[config.mk]
export PLATFORM = sky130hd
export DESIGN_NAME = bisr_regs
export DESIGN_NICKNAME = d
export VERILOG_FILES = /design/src/inc/bisr_pkg.sv /design/src/bisr_regs.sv /design/src/bisr_window.sv
export VERILOG_INCLUDE_DIRS = /design/src /design/src/inc
export SDC_FILE = /design/constraint.sdc
export NUM_CORES = 1
export LEC_CHECK = 0
export ABC_AREA = 1
export BUFFER_PORTS_ARGS = -buffer_cell sky130_fd_sc_hd__buf_2
export CORE_ASPECT_RATIO = 1.25
export CORE_MARGIN = 1
export CORE_UTILIZATION = 31
export DETAILED_ROUTE_END_ITERATION = 7
export GPL_TIMING_DRIVEN = 0
export PLACE_DENSITY = 0.52
export SYNTH_ARGS = -nofsm -noshare
export SYNTH_HDL_FRONTEND = slang
export SYNTH_SLANG_ARGS = --single-unit
[constraint.sdc]
create_clock -name CORE_CLK -period 3.3 [get_ports CORE_CLK]
set_clock_uncertainty 0.2 [all_clocks]
set_input_delay 0.495 -clock CORE_CLK [delete_from_list [all_inputs] [get_ports CORE_CLK]]
set_output_delay 0.495 -clock CORE_CLK [all_outputs]
set_load 0.05 [all_outputs]
[src/inc/bisr_cfg.svh]
// Offsets, field positions, reset values and window constants for the bridge info/status registers
`ifndef BISR_CFG_SVH
`define BISR_CFG_SVH

// ====================================================================
// Register offsets
`define BISR_OFS_CAPABILITY 12'h130
`define BISR_OFS_STATUS_CTRL 12'h134
`define BISR_OFS_IRQ_DECODE 12'h138
`define BISR_OFS_IRQ_MASK 12'h13c

// ====================================================================
// Capability word fields
`define BISR_CAP_SPEED2_BIT 0
`define BISR_CAP_ROOT_BIT 1
`define BISR_CAP_UPCFG_BIT 2
`define BISR_CAP_BUSW_LSB 16
`define BISR_CAP_BUSW_MSB 18

// ====================================================================
// Status and control fields
`define BISR_SC_BUSY_BIT 0
`define BISR_SC_GDIS_BIT 8
`define BISR_SC_CLR_OVR_BIT 16
`define BISR_SC_RO_OVR_BIT 17

// ====================================================================
// Interrupt decode fields
`define BISR_DEC_ERRMSG_MASK 32'h00000e00
`define BISR_DEC_VALID_MASK 32'h1ff30fef

// ====================================================================
// Window geometry and reset values
`define BISR_WIN_BASE_BITS 20
`define BISR_BUSW_MAX 8
`define BISR_ZERO_WORD 32'h00000000

`endif

[src/inc/bisr_pkg.sv]
// Types shared by the bridge info/status register block
package bisr_pkg;

	// Bus request as seen by the register file
	typedef struct packed {
		logic wr;
		logic rd;
		logic [11:0] addr;
		logic [31:0] wdata;
		logic [3:0] strb;
	} bisr_req_t;

	// Control bits decoded from the status and control word
	typedef struct packed {
		logic global_disable;
		logic clear_on_write_override;
		logic read_only_override;
	} bisr_ctrl_t;

	// Write channel handshake states
	typedef enum logic [1:0] {
		BISR_W_IDLE = 2'b00,
		BISR_W_RESP = 2'b01
	} bisr_wstate_t;

	// Read channel handshake states
	typedef enum logic [1:0] {
		BISR_R_IDLE = 2'b00,
		BISR_R_DATA = 2'b01
	} bisr_rstate_t;

endpackage

[src/bisr_regs.sv]
// AXI4-Lite register bank: capability, status/control, interrupt decode and mask
`timescale 1ns/1ps
`include "bisr_cfg.svh"
// Operation
// - Capability word is read-only; static except the speed flag
// - Speed flag set when both ends support it
// - Root flag set when configured as root
// - Upconfigure flag reports width upconfigure ability
// - Bus-number width 1..8, or 0 absent
// - Window spans twenty bits plus bus width
// - Window size follows base and high parameters
// - Busy flag is read-only, always zero
// - Global disable bit 8 holds interrupt low
// - Events still set decode bits when disabled
// - Bit 16 lets writes store clear-on-write bits
// - Bit 17 is stored and read back only; no read-only field becomes writable
// - Host reaches registers over AXI4-Lite
// - Reset returns every register to default
// - Unmapped locations read zero, ignore writes
// - Writing one clears decode bits, except errors
module bisr_regs #(
	parameter logic [31:0] WINDOW_BASE_PARAM = 32'h00000000,
	parameter logic [31:0] WINDOW_HIGH_PARAM = 32'h0fffffff,
	parameter bit ROOT_PORT = 1'b0,
	parameter bit UPCONFIG_CAPABLE = 1'b0
) (
	input wire logic CORE_CLK,
	input wire logic RESETN,
	input wire logic SPEED2_LOCAL,
	input wire logic SPEED2_PARTNER,
	input wire logic [31:0] EVENT_SET,
	input wire logic [31:0] PROBE_ADDR,
	output logic PROBE_IN_WINDOW,
	output logic IRQ_OUT,
	input wire logic [11:0] S_AXI_AWADDR,
	input wire logic S_AXI_AWVALID,
	output logic S_AXI_AWREADY,
	input wire logic [31:0] S_AXI_WDATA,
	input wire logic [3:0] S_AXI_WSTRB,
	input wire logic S_AXI_WVALID,
	output logic S_AXI_WREADY,
	output logic [1:0] S_AXI_BRESP,
	output logic S_AXI_BVALID,
	input wire logic S_AXI_BREADY,
	input wire logic [11:0] S_AXI_ARADDR,
	input wire logic S_AXI_ARVALID,
	output logic S_AXI_ARREADY,
	output logic [31:0] S_AXI_RDATA,
	output logic [1:0] S_AXI_RRESP,
	output logic S_AXI_RVALID,
	input wire logic S_AXI_RREADY
);
	// ====================================================================
	// Reset synchroniser
	logic rst_meta;
	logic rst_n;

	// Two stages so release is clean to the clock
	always_ff @(posedge CORE_CLK or negedge RESETN) begin
		if (!RESETN) begin
			rst_meta <= 1'b0;
			rst_n <= 1'b0;
		end else begin
			rst_meta <= 1'b1;
			rst_n <= rst_meta;
		end
	end

	// ====================================================================
	// Window decoder
	logic [3:0] bus_width;

	bisr_window #(
		.WINDOW_BASE_PARAM(WINDOW_BASE_PARAM),
		.WINDOW_HIGH_PARAM(WINDOW_HIGH_PARAM)
	) u_window (
		.probe_addr(PROBE_ADDR),
		.bus_width(bus_width),
		.in_window(PROBE_IN_WINDOW)
	);

	// ====================================================================
	// Byte-strobe merge used by every writable register
	function automatic logic [31:0] strobe_mask(input logic [3:0] strb);
		return {{8{strb[3]}}, {8{strb[2]}}, {8{strb[1]}}, {8{strb[0]}}};
	endfunction

	// ====================================================================
	// Write channel: address and data taken together
	bisr_pkg::bisr_wstate_t wstate;
	bisr_pkg::bisr_req_t req;
	logic wr_fire;

	assign wr_fire = (wstate == bisr_pkg::BISR_W_IDLE) && S_AXI_AWVALID && S_AXI_WVALID;
	assign S_AXI_AWREADY = wr_fire;
	assign S_AXI_WREADY = wr_fire;
	assign S_AXI_BVALID = (wstate == bisr_pkg::BISR_W_RESP);
	assign S_AXI_BRESP = 2'h0;
	assign req.wr = wr_fire;
	assign req.rd = 1'b0;
	assign req.addr = S_AXI_AWADDR;
	assign req.wdata = S_AXI_WDATA;
	assign req.strb = S_AXI_WSTRB;

	// One write outstanding; response always OKAY
	always_ff @(posedge CORE_CLK or negedge rst_n) begin
		if (!rst_n) begin
			wstate <= bisr_pkg::BISR_W_IDLE;
		end else begin
			case (wstate)
				bisr_pkg::BISR_W_IDLE: begin
					if (wr_fire) begin
						wstate <= bisr_pkg::BISR_W_RESP;
					end
				end
				bisr_pkg::BISR_W_RESP: begin
					if (S_AXI_BREADY) begin
						wstate <= bisr_pkg::BISR_W_IDLE;
					end
				end
				default: begin
					wstate <= bisr_pkg::BISR_W_IDLE;
				end
			endcase
		end
	end

	// ====================================================================
	// Status and control register
	bisr_pkg::bisr_ctrl_t ctrl;
	logic [31:0] wmask;

	assign wmask = strobe_mask(req.strb);

	// Only bits 8, 16 and 17 hold state
	always_ff @(posedge CORE_CLK or negedge rst_n) begin
		if (!rst_n) begin
			ctrl <= '0;
		end else if (req.wr && req.addr == `BISR_OFS_STATUS_CTRL) begin
			if (wmask[`BISR_SC_GDIS_BIT]) begin
				ctrl.global_disable <= req.wdata[`BISR_SC_GDIS_BIT];
			end
			if (wmask[`BISR_SC_CLR_OVR_BIT]) begin
				ctrl.clear_on_write_override <= req.wdata[`BISR_SC_CLR_OVR_BIT];
			end
			if (wmask[`BISR_SC_RO_OVR_BIT]) begin
				ctrl.read_only_override <= req.wdata[`BISR_SC_RO_OVR_BIT];
			end
		end
	end

	// ====================================================================
	// Capability word, assembled from configuration, both speed inputs and the window size
	logic [31:0] cap_word;

	// Static except the speed flag; read-only override has no target here
	always_comb begin
		cap_word = `BISR_ZERO_WORD;
		cap_word[`BISR_CAP_SPEED2_BIT] = SPEED2_LOCAL & SPEED2_PARTNER;
		cap_word[`BISR_CAP_ROOT_BIT] = ROOT_PORT;
		cap_word[`BISR_CAP_UPCFG_BIT] = UPCONFIG_CAPABLE;
		cap_word[`BISR_CAP_BUSW_MSB:`BISR_CAP_BUSW_LSB] = bus_width[2:0];
		if (bus_width == 4'(`BISR_BUSW_MAX)) begin
			cap_word[`BISR_CAP_BUSW_MSB + 1] = 1'b1;
		end
	end

	// ====================================================================
	// Interrupt decode and mask
	logic [31:0] irq_decode;
	logic [31:0] irq_mask;
	logic dec_hit;
	logic [31:0] clear_bits;

	assign dec_hit = req.wr && req.addr == `BISR_OFS_IRQ_DECODE;
	// Error-message bits need their FIFO drained first, so ones never clear them
	assign clear_bits = req.wdata & wmask & ~`BISR_DEC_ERRMSG_MASK;

	// Event sets win over any clear; disable never blocks them
	always_ff @(posedge CORE_CLK or negedge rst_n) begin
		if (!rst_n) begin
			irq_decode <= `BISR_ZERO_WORD;
		end else if (dec_hit && ctrl.clear_on_write_override) begin
			irq_decode <= (((irq_decode & ~wmask) | (req.wdata & wmask)) | EVENT_SET) &
				`BISR_DEC_VALID_MASK;
		end else if (dec_hit) begin
			irq_decode <= ((irq_decode & ~clear_bits) | EVENT_SET) & `BISR_DEC_VALID_MASK;
		end else begin
			irq_decode <= (irq_decode | EVENT_SET) & `BISR_DEC_VALID_MASK;
		end
	end

	// Mask is plain read-write
	always_ff @(posedge CORE_CLK or negedge rst_n) begin
		if (!rst_n) begin
			irq_mask <= `BISR_ZERO_WORD;
		end else if (req.wr && req.addr == `BISR_OFS_IRQ_MASK) begin
			irq_mask <= ((irq_mask & ~wmask) | (req.wdata & wmask)) & `BISR_DEC_VALID_MASK;
		end
	end

	// Registered so the line is glitch free
	always_ff @(posedge CORE_CLK or negedge rst_n) begin
		if (!rst_n) begin
			IRQ_OUT <= 1'b0;
		end else begin
			IRQ_OUT <= (|(irq_decode & irq_mask)) && !ctrl.global_disable;
		end
	end

	// ====================================================================
	// Read channel
	bisr_pkg::bisr_rstate_t rstate;
	logic [31:0] rd_word;

	assign S_AXI_ARREADY = (rstate == bisr_pkg::BISR_R_IDLE);
	assign S_AXI_RVALID = (rstate == bisr_pkg::BISR_R_DATA);
	assign S_AXI_RRESP = 2'h0;

	// Unmapped offsets read zero
	always_comb begin
		rd_word = `BISR_ZERO_WORD;
		if (S_AXI_ARADDR == `BISR_OFS_CAPABILITY) begin
			rd_word = cap_word;
		end else if (S_AXI_ARADDR == `BISR_OFS_STATUS_CTRL) begin
			rd_word[`BISR_SC_BUSY_BIT] = 1'b0;
			rd_word[`BISR_SC_GDIS_BIT] = ctrl.global_disable;
			rd_word[`BISR_SC_CLR_OVR_BIT] = ctrl.clear_on_write_override;
			rd_word[`BISR_SC_RO_OVR_BIT] = ctrl.read_only_override;
		end else if (S_AXI_ARADDR == `BISR_OFS_IRQ_DECODE) begin
			rd_word = irq_decode;
		end else if (S_AXI_ARADDR == `BISR_OFS_IRQ_MASK) begin
			rd_word = irq_mask;
		end
	end

	// Data captured at address handshake, held until taken
	always_ff @(posedge CORE_CLK or negedge rst_n) begin
		if (!rst_n) begin
			rstate <= bisr_pkg::BISR_R_IDLE;
			S_AXI_RDATA <= `BISR_ZERO_WORD;
		end else begin
			case (rstate)
				bisr_pkg::BISR_R_IDLE: begin
					if (S_AXI_ARVALID) begin
						rstate <= bisr_pkg::BISR_R_DATA;
						S_AXI_RDATA <= rd_word;
					end
				end
				bisr_pkg::BISR_R_DATA: begin
					if (S_AXI_RREADY) begin
						rstate <= bisr_pkg::BISR_R_IDLE;
					end
				end
				default: begin
					rstate <= bisr_pkg::BISR_R_IDLE;
				end
			endcase
		end
	end
endmodule

[src/bisr_window.sv]
// Bus-number width and configuration window decoder derived from base and high parameters
`timescale 1ns/1ps
`include "bisr_cfg.svh"
module bisr_window #(
	parameter logic [31:0] WINDOW_BASE_PARAM = 32'h00000000,
	parameter logic [31:0] WINDOW_HIGH_PARAM = 32'h0fffffff
) (
	input wire logic [31:0] probe_addr,
	output logic [3:0] bus_width,
	output logic in_window
);
	// ====================================================================
	// Width of the span minus the fixed function/register field
	function automatic logic [3:0] span_bus_bits(input logic [31:0] span);
		logic [5:0] bits;
		logic [5:0] excess;
		bits = 6'h00;
		for (int i = 0; i < 32; i++) begin
			if (span[i]) begin
				bits = 6'(i + 1);
			end
		end
		if (bits <= 6'(`BISR_WIN_BASE_BITS)) begin
			return 4'h0;
		end
		excess = bits - 6'(`BISR_WIN_BASE_BITS);
		if (excess > 6'(`BISR_BUSW_MAX)) begin
			return 4'(`BISR_BUSW_MAX);
		end
		return excess[3:0];
	endfunction

	localparam logic [31:0] SPAN = WINDOW_HIGH_PARAM - WINDOW_BASE_PARAM;
	localparam logic [3:0] BUS_BITS = span_bus_bits(SPAN);

	// Static width; a window too small for one bus reports absent
	assign bus_width = BUS_BITS;

	// Window covers twenty bits plus the bus field
	assign in_window = (BUS_BITS != 4'h0) &&
		((probe_addr >> (`BISR_WIN_BASE_BITS + 32'(BUS_BITS))) ==
		(WINDOW_BASE_PARAM >> (`BISR_WIN_BASE_BITS + 32'(BUS_BITS))));
endmodule

# Yosys cells after proc, flatten, opt, wreduce, memory -nomap -nowiden
# Cells that the tools add are included.
dict set report word_totals {
  reg_bits 93
  in_bits 133
  output_inout_bits 43
  wordCells 71
}
dict set report op_classes {
  n_eq_ne 13
  n_mux 17
  bitwise_logic 13
  n_reduce_logical 17
}
# cell count
set ops {}
lappend ops {{AND 29 bit} 5}
lappend ops {{OR 29 bit} 5}
lappend ops {{two-way mux 29 bit} 4}
lappend ops {{equality test 12 x 9 -> 1 bit (second input constant)} 7}
lappend ops {{inverter 29 bit} 2}
lappend ops {{zero test 32 bit} 1}
lappend ops {{two-way mux 32 bit} 1}
lappend ops {{OR reduction 32 bit} 1}
lappend ops {{two-way mux 14 bit} 1}
lappend ops {{two-way mux 7 bit} 2}
lappend ops {{two-way mux 2 bit} 5}
lappend ops {{AND reduction 2 bit} 5}
lappend ops {{one-hot mux 2 bit (2 select lines)} 2}
lappend ops {{logical AND 1 bit} 7}
lappend ops {{equality test 2 x 1 -> 1 bit (second input constant)} 2}
lappend ops {{zero test 2 bit} 2}
lappend ops {{!= test 2 x 1 -> 1 bit (second input constant)} 2}
lappend ops {{!= test 2 bit (second input constant)} 2}
lappend ops {{two-way mux 1 bit} 2}
lappend ops {{AND 1 bit} 1}
lappend ops {{zero test 1 bit} 1}

# Depth between registers and ports, before layout
# Gate-level depths: netlist of run 1.
dict set report depth {
  word_depth 6
  mapped_depth 10
  depth_no_buf 9
}

# Cells and area by module
# A second synthesis of run 1 with hierarchy kept.
dict set report unflattened {
  cells_unflattened 730
  hier_area_um2 4830.9
}
# module instances cells_each area_per_inst_um2 seq_area_each_um2
set modules_own_cells {}
lappend modules_own_cells {bisr_regs 1 717 4767.1 1901.8}
lappend modules_own_cells {bisr_window 1 13 63.8 0.0}

# Least setup slack after synthesis of run 1
# No wires, ideal clock.
dict set report synth_path {
  path_kind {input to output}
  start {in PROBE_ADDR[29]}
  end {out PROBE_IN_WINDOW}
  arrival_ps 2050
  required_time_ps 2605
  slack_ps 555
  stages 1
  n_path_buf 0
  cell_sequence {nor4_1}
}
dict set report synth_via {
  elab_chain_len 1
}
# element line_no
set synth_lines {}
lappend synth_lines {{start, declared} bisr_regs.sv:32} ;# input wire logic [31:0] PROBE_ADDR,
lappend synth_lines {{zero test 32 bit} bisr_window.sv:41} ;# ((probe_addr >> (`BISR_WIN_BASE_BITS + 32'(BUS_BITS))) ==
lappend synth_lines {{end, declared} bisr_regs.sv:33} ;# output logic PROBE_IN_WINDOW,
# Every way passes these cells.

# Final worst setup path of run 1
dict set report layout_path {
  start {reg wstate[0]}
  end {out S_AXI_WREADY}
}
dict set report layout_via {
  elab_chain_len 3
}
# element line_no
set layout_lines {}
lappend layout_lines {{start, declared} bisr_regs.sv:90} ;# bisr_pkg::bisr_wstate_t wstate;
lappend layout_lines {{start signal, assigned} bisr_regs.sv:108} ;# wstate <= bisr_pkg::BISR_W_IDLE;
lappend layout_lines {{start signal, assigned} bisr_regs.sv:113} ;# wstate <= bisr_pkg::BISR_W_RESP;
lappend layout_lines {{start signal, assigned} bisr_regs.sv:118} ;# wstate <= bisr_pkg::BISR_W_IDLE;
lappend layout_lines {{zero test 2 bit} bisr_regs.sv:94} ;# assign wr_fire = (wstate == bisr_pkg::BISR_W_IDLE) && S_AXI_AWVALID && S_AXI_WVALID;
lappend layout_lines {{logical AND 1 bit (2 in a row)} bisr_regs.sv:94}
lappend layout_lines {{end, declared} bisr_regs.sv:41} ;# output logic S_AXI_WREADY,
# Every way passes these cells.

==> results.cfg, run 1 <==
[run_status]
status = complete, no violations

[global_route]
grt_max_degree = 38
antenna_found_initial = 0
grt_most_used_layer = met2
overflow = 0
grt_first_pass_wirelength_um = 23700
grt_use_met1_pct = 24.2
grt_usage_pct = 19.2
grt_use_met3_pct = 3.05
met2_usage_pct = 33.6
grt_pass1_vias = 4611

[clocking]
post_cts.repair.setup_buffers = 0
clk_latency_ns = 0.34
ctsHtreeMaxLevel = 3
clock-root-buffer = clkbuf_16
cts_tree = yes
clock_path_buffers = 2
clock_sinks = 75
cts_made_buffers = 9
clkTransAtPathRegs_ns = 0.06

[sta]
fin_crit_sh_pct = 79.2
post-route-min-period_ns = 2.61
setup_viol = 0
final-hold-violation-count = 0
tightest_slew_ns = 0.511
rsz0062_at_grt = false
final_max_slew_viol_count = 0
timing.hold.ws_ns = 0.0988
slew_headroom_pct = 65.9
tns_ns = 0
max_freq_mhz = 382

[run]
cap_violations = 0

[synth]
yosysUniqueCellTypes = 32
ys_ff_latch = 75
synth_cells = 713
ys_warn_count = 0
yosysSeqAreaShare_pct = 39.2
synth_area_um2 = 4790
avgSynthCellArea_um2 = 6.72

[finish]
layout_commonest_cell = nand2_1
final_cell_mix = nand2_1 (347), buf_2 (130), dfrtp_1 (74)
syn_to_final_growth_pct = 24.7
fin_nets = 984
drive_gt1_share_pct = 21.2
antenna_cells = 0

[floorplanning]
die_h_um = 141
dieArea_um2 = 16000
io_pins = 176
rows = 50
start_util_pct = 31.9
core_um2 = 15000
die_w_um = 113

[drt]
post_drt_wl_per_cell_um = 14.2
antenna_left = 0
drc = 0
drtIter0Drc = 265
wl_um = 14700
via_per_inst = 4.65
dr_total_vias = 4822
first_pass_iters = 5

[power]
ir_drop_v = 0.000197
p_leak_nw = 3.58
p_per_area_nw_per_um2 = 387
total_power_mw = 2.31

[place]
portBuffers = 113
dp_hpwl_um = 11700
gp_congestion = 0.845

[setup_path]
crit_fanout = 11
arrival_ns = 1.92
start_kind = flip-flop
crit_type = reg -> out
worstPathRequired_ns = 2.60
crit_path_end_kind = primary output

[min_path]
hold_path_class = reg -> async
## cell usage after synthesis
| library cell | count | share of area, % |
|---|---|---|
| nand4_1 | 50 | 6.5 |
| inv_2 | 2 | 0.16 |
| nand2_2 | 1 | 0.13 |
| a21oi_1 | 1 | 0.10 |
| nand3_2 | 1 | 0.21 |
| o21ai_0 | 14 | 1.5 |
| nor2_2 | 4 | 0.52 |
| o21a_1 | 1 | 0.16 |
| nor2_1 | 26 | 2.0 |
| buf_1 | 2 | 0.16 |
| nand2_1 | 347 | 27 |
| inv_1 | 61 | 4.8 |
| buf_2 | 17 | 1.8 |
| and2_1 | 1 | 0.13 |
| o21ai_1 | 1 | 0.10 |
| dfrtp_1 | 75 | 39 |
| or2_2 | 1 | 0.13 |
| nand4_4 | 1 | 0.44 |
| nor3_4 | 1 | 0.34 |
| nand3_1 | 47 | 4.9 |
| nand3_4 | 1 | 0.37 |
| buf_6 | 5 | 1.2 |
| o211ai_1 | 19 | 3.0 |
| conb_1 | 2 | 0.16 |
| nand2_4 | 1 | 0.24 |
| buf_4 | 15 | 2.4 |
| nor4_1 | 1 | 0.13 |
| nor2_4 | 2 | 0.47 |
| clkinv_2 | 1 | 0.10 |
| a211oi_1 | 4 | 0.63 |
| nor2_8 | 1 | 0.42 |
| clkbuf_1 | 7 | 0.55 |
## worst max-delay path, cell delays in order (launching register included)
cell	delay, ns
dfrtp_1	0.38
inv_1	0.08
nand3_2	0.13
inv_2	0.25
buf_2	0.33
buf_4	0.16
buf_2	0.24
## where the power goes
group	leakage (nW)	internal, mW	total [mW]	switching, mW
clock network	0.150	0.680	1.06	0.376
logic	2.51	0.0945	0.313	0.219
registers	0.921	0.930	0.944	0.0137
total	3.58	1.70	2.31	0.608
## layout make-up
type	count	area (µm²)
flip-flops and latches	75	1880
clock buffers	13	250
repair buffers	115	596
well taps	182	228
plain buffers	46	288
inverters	64	241
multi-input cells	540	2430
clock inverters	2	60.1
fillers	1664	9040
## path summary, 6_finish.rpt
kind	from	depth (start not counted)	slack [ns]	to
worst min register to register	rst_n	0	0.1	irq_decode[5]
worst max-delay path	wstate[0]	6	0.69	S_AXI_WREADY
worst max register to register	wstate[0]	7	1.43	irq_decode[21]
worst min-delay path	rst_n	0	0.1	irq_decode[5]
min in group CORE_CLK	S_AXI_BREADY	2	0.13	wstate[0]
max in group asynchronous	rst_n	1	2.21	S_AXI_RDATA[17]
## logic make-up after synthesis
family / after synthesis / synth area share (%)
and+or+nand+nor: 486 / 44.2
buffers and inverters: 110 / 11.0
DFF: 75 / 39.2
AOI/OAI and AO/OA: 40 / 5.43
other: 2 / 0.157
## through the flow
| stage | std cells | worst slack [ns] | cell area, µm² | util, % |
|---|---|---|---|---|
| 3_3_place_gp | 1020 | -0.250 | 5630 | 37.5 |
| 5_1_grt | 1037 | 0.589 | 5970 | 39.8 |
| 3_5_place_dp | 1021 | 0.918 | 5650 | 37.7 |
| 2_1_floorplan | 725 | 0.555 | 4840 | - |
| 4_1_cts | 1037 | 0.691 | 5970 | 39.8 |
| 6_report | 1037 | 0.686 | 5970 | 39.8 |
## timing repair
action                                 CTS  global route
hold buffers                             1             0
gates resized for setup                  0             0
setup endpoints to repair                0             0
endpoints found under the hold margin    2             0
## metal layers
layer / vias to the layer above / wire length (µm)
li1: 2528 / -
met4: 0 / 239
met1: 2135 / 6490
met2: 143 / 7320
met3: 16 / 680
met5: - / 0
Note: power is estimated with default switching activity, not from simulation.
==> inputs of run 2 (changes only) <==
--- a/config.mk
+++ b/config.mk
@@ -13,7 +13,7 @@
 export CORE_UTILIZATION = 31
 export DETAILED_ROUTE_END_ITERATION = 7
 export GPL_TIMING_DRIVEN = 0
-export PLACE_DENSITY = 0.52
+export PLACE_DENSITY = 0.54
 export SYNTH_ARGS = -nofsm -noshare
 export SYNTH_HDL_FRONTEND = slang
 export SYNTH_SLANG_ARGS = --single-unit
==> constraint.sdc (replaced) <==
create_clock -name CORE_CLK -period 2.3 [get_ports CORE_CLK]
set_clock_uncertainty 0.2 [all_clocks]
set_input_delay 0.345 -clock CORE_CLK [delete_from_list [all_inputs] [get_ports CORE_CLK]]
set_output_delay 0.345 -clock CORE_CLK [all_outputs]
set_load 0.05 [all_outputs]
==> results.cfg, run 2 (synthesis gave the netlist of run 1 again) <==
[drt]
first_pass_iters = 5
drc = 0
via_per_inst = 4.73
drtIter0Drc = 210
wl_um = 14900
antenna_left = 0
post_drt_wl_per_cell_um = 14.4
dr_total_vias = 4912

[floorplanning]
dieArea_um2 = 16000
start_util_pct = 31.9
die_h_um = 141
core_um2 = 15000
io_pins = 176
rows = 50
die_w_um = 113

[sta]
setup_viol = 0
tns_ns = 0
tightest_slew_ns = 0.525
rsz0062_at_grt = false
timing.hold.ws_ns = 0.00423
max_freq_mhz = 450
final-hold-violation-count = 0
slew_headroom_pct = 65.0
post-route-min-period_ns = 2.22
fin_crit_sh_pct = 96.7
final_max_slew_viol_count = 0
setup_ws_ns = 0.0767

[clocking]
clock-root-buffer = clkbuf_16
post_cts.repair.setup_buffers = 0
clk_latency_ns = 0.34
cts_made_buffers = 9
cts_tree = yes
clkTransAtPathRegs_ns = 0.06
ctsHtreeMaxLevel = 3
clock_sinks = 75
clock_path_buffers = 2

[setup_path]
crit_buf_inv = 5
start_kind = flip-flop
slowest_stage = dfrtp_1
path_delay_family = buffers and inverters
arrival_ns = 1.68
crit_cells = 6
rr_worst_depth = 7
cp_cell_sequence = inv_1, nand3_2, inv_6, buf_4, buf_4, clkbuf_4
crit_type = reg -> out
crit_path_end_kind = primary output
crit_top_cell = buf_4
worstPathRequired_ns = 1.75
worst_path_largest_cell_delay_ns = 0.39
crit_fanout = 11

[global_route]
grt_max_degree = 44
grt_usage_pct = 19.6
overflow = 0
grt_pass1_vias = 4705
antenna_found_initial = 0
grt_first_pass_wirelength_um = 24000

[place]
gp_congestion = 0.814
dpl.cell_count = 1021
dp_hpwl_um = 11700
portBuffers = 113
place_area_um2 = 5670
pre_cts_ws_ns = 0.264

[power]
ir_drop_v = 0.000306
p_leak_nw = 3.60
p_per_area_nw_per_um2 = 560
total_power_mw = 3.37

[finish]
instances_no_fill = 1039
syn_to_final_growth_pct = 25.8
drive_gt1_share_pct = 21.7
final_cell_mix = nand2_1 (347), buf_2 (128), dfrtp_1 (74)
final.fill_count = 1639
layout_commonest_cell = nand2_1
design_area_um2 = 6020
antenna_cells = 0
fin_nets = 985
utilization_pct = 40.1

[run]
cap_violations = 0

[run_status]
status = complete, no violations

[min_path]
hold_path_class = in -> reg
worstHoldPathCells = 2
## run 2: cell count changes in the layout (fill, tap and decap cells not counted), sizes merged
cell / delta
clkbuf: -2
clkinv: +2
clkinvlp: +2
buf: -1
dlygate4sd3: +1
## run 2: final cells by class
cell class	count	area (µm²)	area share, %
Clock buffer	10	239	3.97
Inverter	64	246	4.09
Multi-Input combinational cell	540	2440	40.4
Tap cell	182	228	3.78
Sequential cell	75	1880	31.2
Clock inverter	6	88.8	1.47
Buffer	46	290	4.82
Timing Repair Buffer	116	616	10.2
## run 2: timing repair
item	4_1_cts	5_1_grt
cloned	0	0
hold buffers	2	0
endpoints found under the hold margin	3	0
gates resized for setup	2	2
setup endpoints to repair	2	1
## run 2: power by group
part | internal (mW) | leakage, nW | total [mW] | switching, mW
Combinational | 0.140 | 2.52 | 0.456 | 0.316
Sequential | 1.33 | 0.921 | 1.35 | 0.0182
Clock | 0.979 | 0.155 | 1.56 | 0.584
Total | 2.45 | 3.60 | 3.37 | 0.919
## run 2: per-layer routing
metal | global-route usage, % | wire [µm] | up-vias | part of all wire (%)
met2 | 34.0 | 7220 | 149 | 48
li1 | - | - | 2532 | -
met5 | 0 | 0 | - | 0
met4 | 6.72 | 288 | 0 | 1.9
met3 | 3.18 | 742 | 22 | 5.0
met1 | 24.6 | 6660 | 2209 | 45
## run 2: final timing paths
path	end	slack, ns	from
min in group asynchronous	irq_decode[7]	0.07	rst_n
max in group asynchronous	asynchronous set/reset pin	1.25	rst_n
worst max-delay path	S_AXI_WREADY	0.08	wstate[0]
worst min register to register	irq_decode[7]	0.07	rst_n
worst max register to register	irq_decode[1]	0.50	wstate[0]
worst min-delay path	rstate[0]	0.004	S_AXI_RREADY
==> inputs of run 3 (changes only) <==
--- a/config.mk
+++ b/config.mk
@@ -13,7 +13,7 @@
 export CORE_UTILIZATION = 31
 export DETAILED_ROUTE_END_ITERATION = 7
 export GPL_TIMING_DRIVEN = 0
-export PLACE_DENSITY = 0.54
+export PLACE_DENSITY = 0.52
 export SYNTH_ARGS = -nofsm -noshare
 export SYNTH_HDL_FRONTEND = slang
 export SYNTH_SLANG_ARGS = --single-unit
==> constraint.sdc (replaced) <==
create_clock -name CORE_CLK -period 2.5 [get_ports CORE_CLK]
set_clock_uncertainty 0.2 [all_clocks]
set_input_delay 0.375 -clock CORE_CLK [delete_from_list [all_inputs] [get_ports CORE_CLK]]
set_output_delay 0.375 -clock CORE_CLK [all_outputs]
set_load 0.05 [all_outputs]
==> results.cfg, run 3 (synthesis gave the netlist of run 1 again) <==
[place]
dpl.cell_count = 1021
portBuffers = 113
gp_congestion = 0.839
dp_hpwl_um = 11700

[sta]
setup_viol = 0
post-route-min-period_ns = 2.34
max_freq_mhz = 427
slew_headroom_pct = 66.1
rsz0062_at_grt = false
final_max_slew_viol_count = 0
tightest_slew_ns = 0.509
fin_crit_sh_pct = 93.7
final-hold-violation-count = 0
timing.hold.ws_ns = 0.00650

[setup_path]
path_delay_family = buffers and inverters
cp_cell_sequence = inv_1, nand3_2, inv_4, clkbuf_4, buf_4, buf_2
crit_buf_inv = 5
worst_path_largest_cell_delay_ns = 0.38
arrival_ns = 1.77
crit_type = reg -> out
crit_fanout = 11
slowest_stage = dfrtp_1
crit_path_end_kind = primary output
start_kind = flip-flop
worstPathRequired_ns = 1.92

[run]
cap_violations = 0

[global_route]
grt_first_pass_wirelength_um = 24800
antenna_found_initial = 0
grt_max_degree = 58
grt_usage_pct = 20.0
grt_pass1_vias = 4723
overflow = 0

[clocking]
clock_path_buffers = 2
clk_latency_ns = 0.34
clock-root-buffer = clkbuf_16
post_cts.repair.setup_buffers = 0
cts_tree = yes
ctsHtreeMaxLevel = 3
clkTransAtPathRegs_ns = 0.06
cts_made_buffers = 9
clock_sinks = 75

[run_status]
status = complete, no violations

[finish]
layout_commonest_cell = nand2_1
drive_gt1_share_pct = 21.2
instances_no_fill = 1039
fin_nets = 985
antenna_cells = 0
final_cell_mix = nand2_1 (347), buf_2 (129), dfrtp_1 (74)
utilization_pct = 39.6
syn_to_final_growth_pct = 24.1

[drt]
drc = 0
first_pass_iters = 6
drtIter0Drc = 291
via_per_inst = 4.66
dr_total_vias = 4840
wl_um = 15000
post_drt_wl_per_cell_um = 14.4
antenna_left = 0

[power]
p_per_area_nw_per_um2 = 479
p_leak_nw = 3.57
clkPwrFrac_pct = 41.5
p_int_mw = 2.02
p_sw_mw = 0.822
p_sw_share_pct = 28.9
comb_power_share_pct = 14.9
seq_power_share_pct = 43.6
ir_drop_v = 0.000282

[floorplanning]
rows = 50
core_um2 = 15000
io_pins = 176
die_w_um = 113
die_h_um = 141
start_util_pct = 31.9
dieArea_um2 = 16000

[min_path]
hold_path_class = reg -> async
[run 3: cell type report]
class                   instances  area (µm²)
well taps                     182         228
clock inverters                 3        15.0
plain buffers                  46         290
repair buffers                116         613
flip-flops and latches         75        1880
clock buffers                  13         240
multi-input cells             540        2440
fillers                      1657        9070
inverters                      64         244
[run 3: final timing paths]
path / from / end / slack, ns / cells past startpoint
setup / recovery: wstate[0] / S_AXI_WREADY / 0.16 / 6
hold / removal: rst_n / irq_decode[6] / 0.007 / 0
setup reg to reg: wstate[0] / irq_decode[21] / 0.70 / 7
hold reg to reg: rst_n / irq_decode[6] / 0.007 / 0
max in group asynchronous: rst_n / S_AXI_RDATA[1] / 1.51 / 1
min in group CORE_CLK: S_AXI_RREADY / rstate[0] / 0.03 / 2
[run 3: through the flow]
stage                     instance area [µm²]  setup WS, ns  setup TNS, ns  power, mW
final                                    5950         0.157              0       2.85
after CTS                                5940        0.0226              0       2.88
after floorplan                          4840        0.0567              0       1.53
after global placement                   5640         -1.03         -74.51       1.68
after global routing                     5950        0.0750              0       2.97
after detailed placement                 5670         0.366              0       1.69
[run 3: per-layer routing]
metal | track usage (%) | part of all wire, %
met5 | 0 | 0
met1 | 25.5 | 45
met2 | 33.3 | 48
met4 | 9.28 | 2.8
met3 | 2.92 | 4.5
[run 3: power by group through the flow]
stage,registers [mW],clock network (mW),logic [mW]
2_1_floorplan,1.31,0,0.216
6_report,1.24,1.18,0.424
3_5_place_dp,1.26,0,0.424
5_1_grt,1.24,1.26,0.463
3_3_place_gp,1.28,0,0.398
4_1_cts,1.24,1.21,0.427
[run 3: timing repair]
item                       CTS  global route
hold endpoints to repair     3             0
setup endpoints to repair    0             1
resized for setup            0             2
hold buffers                 2             0
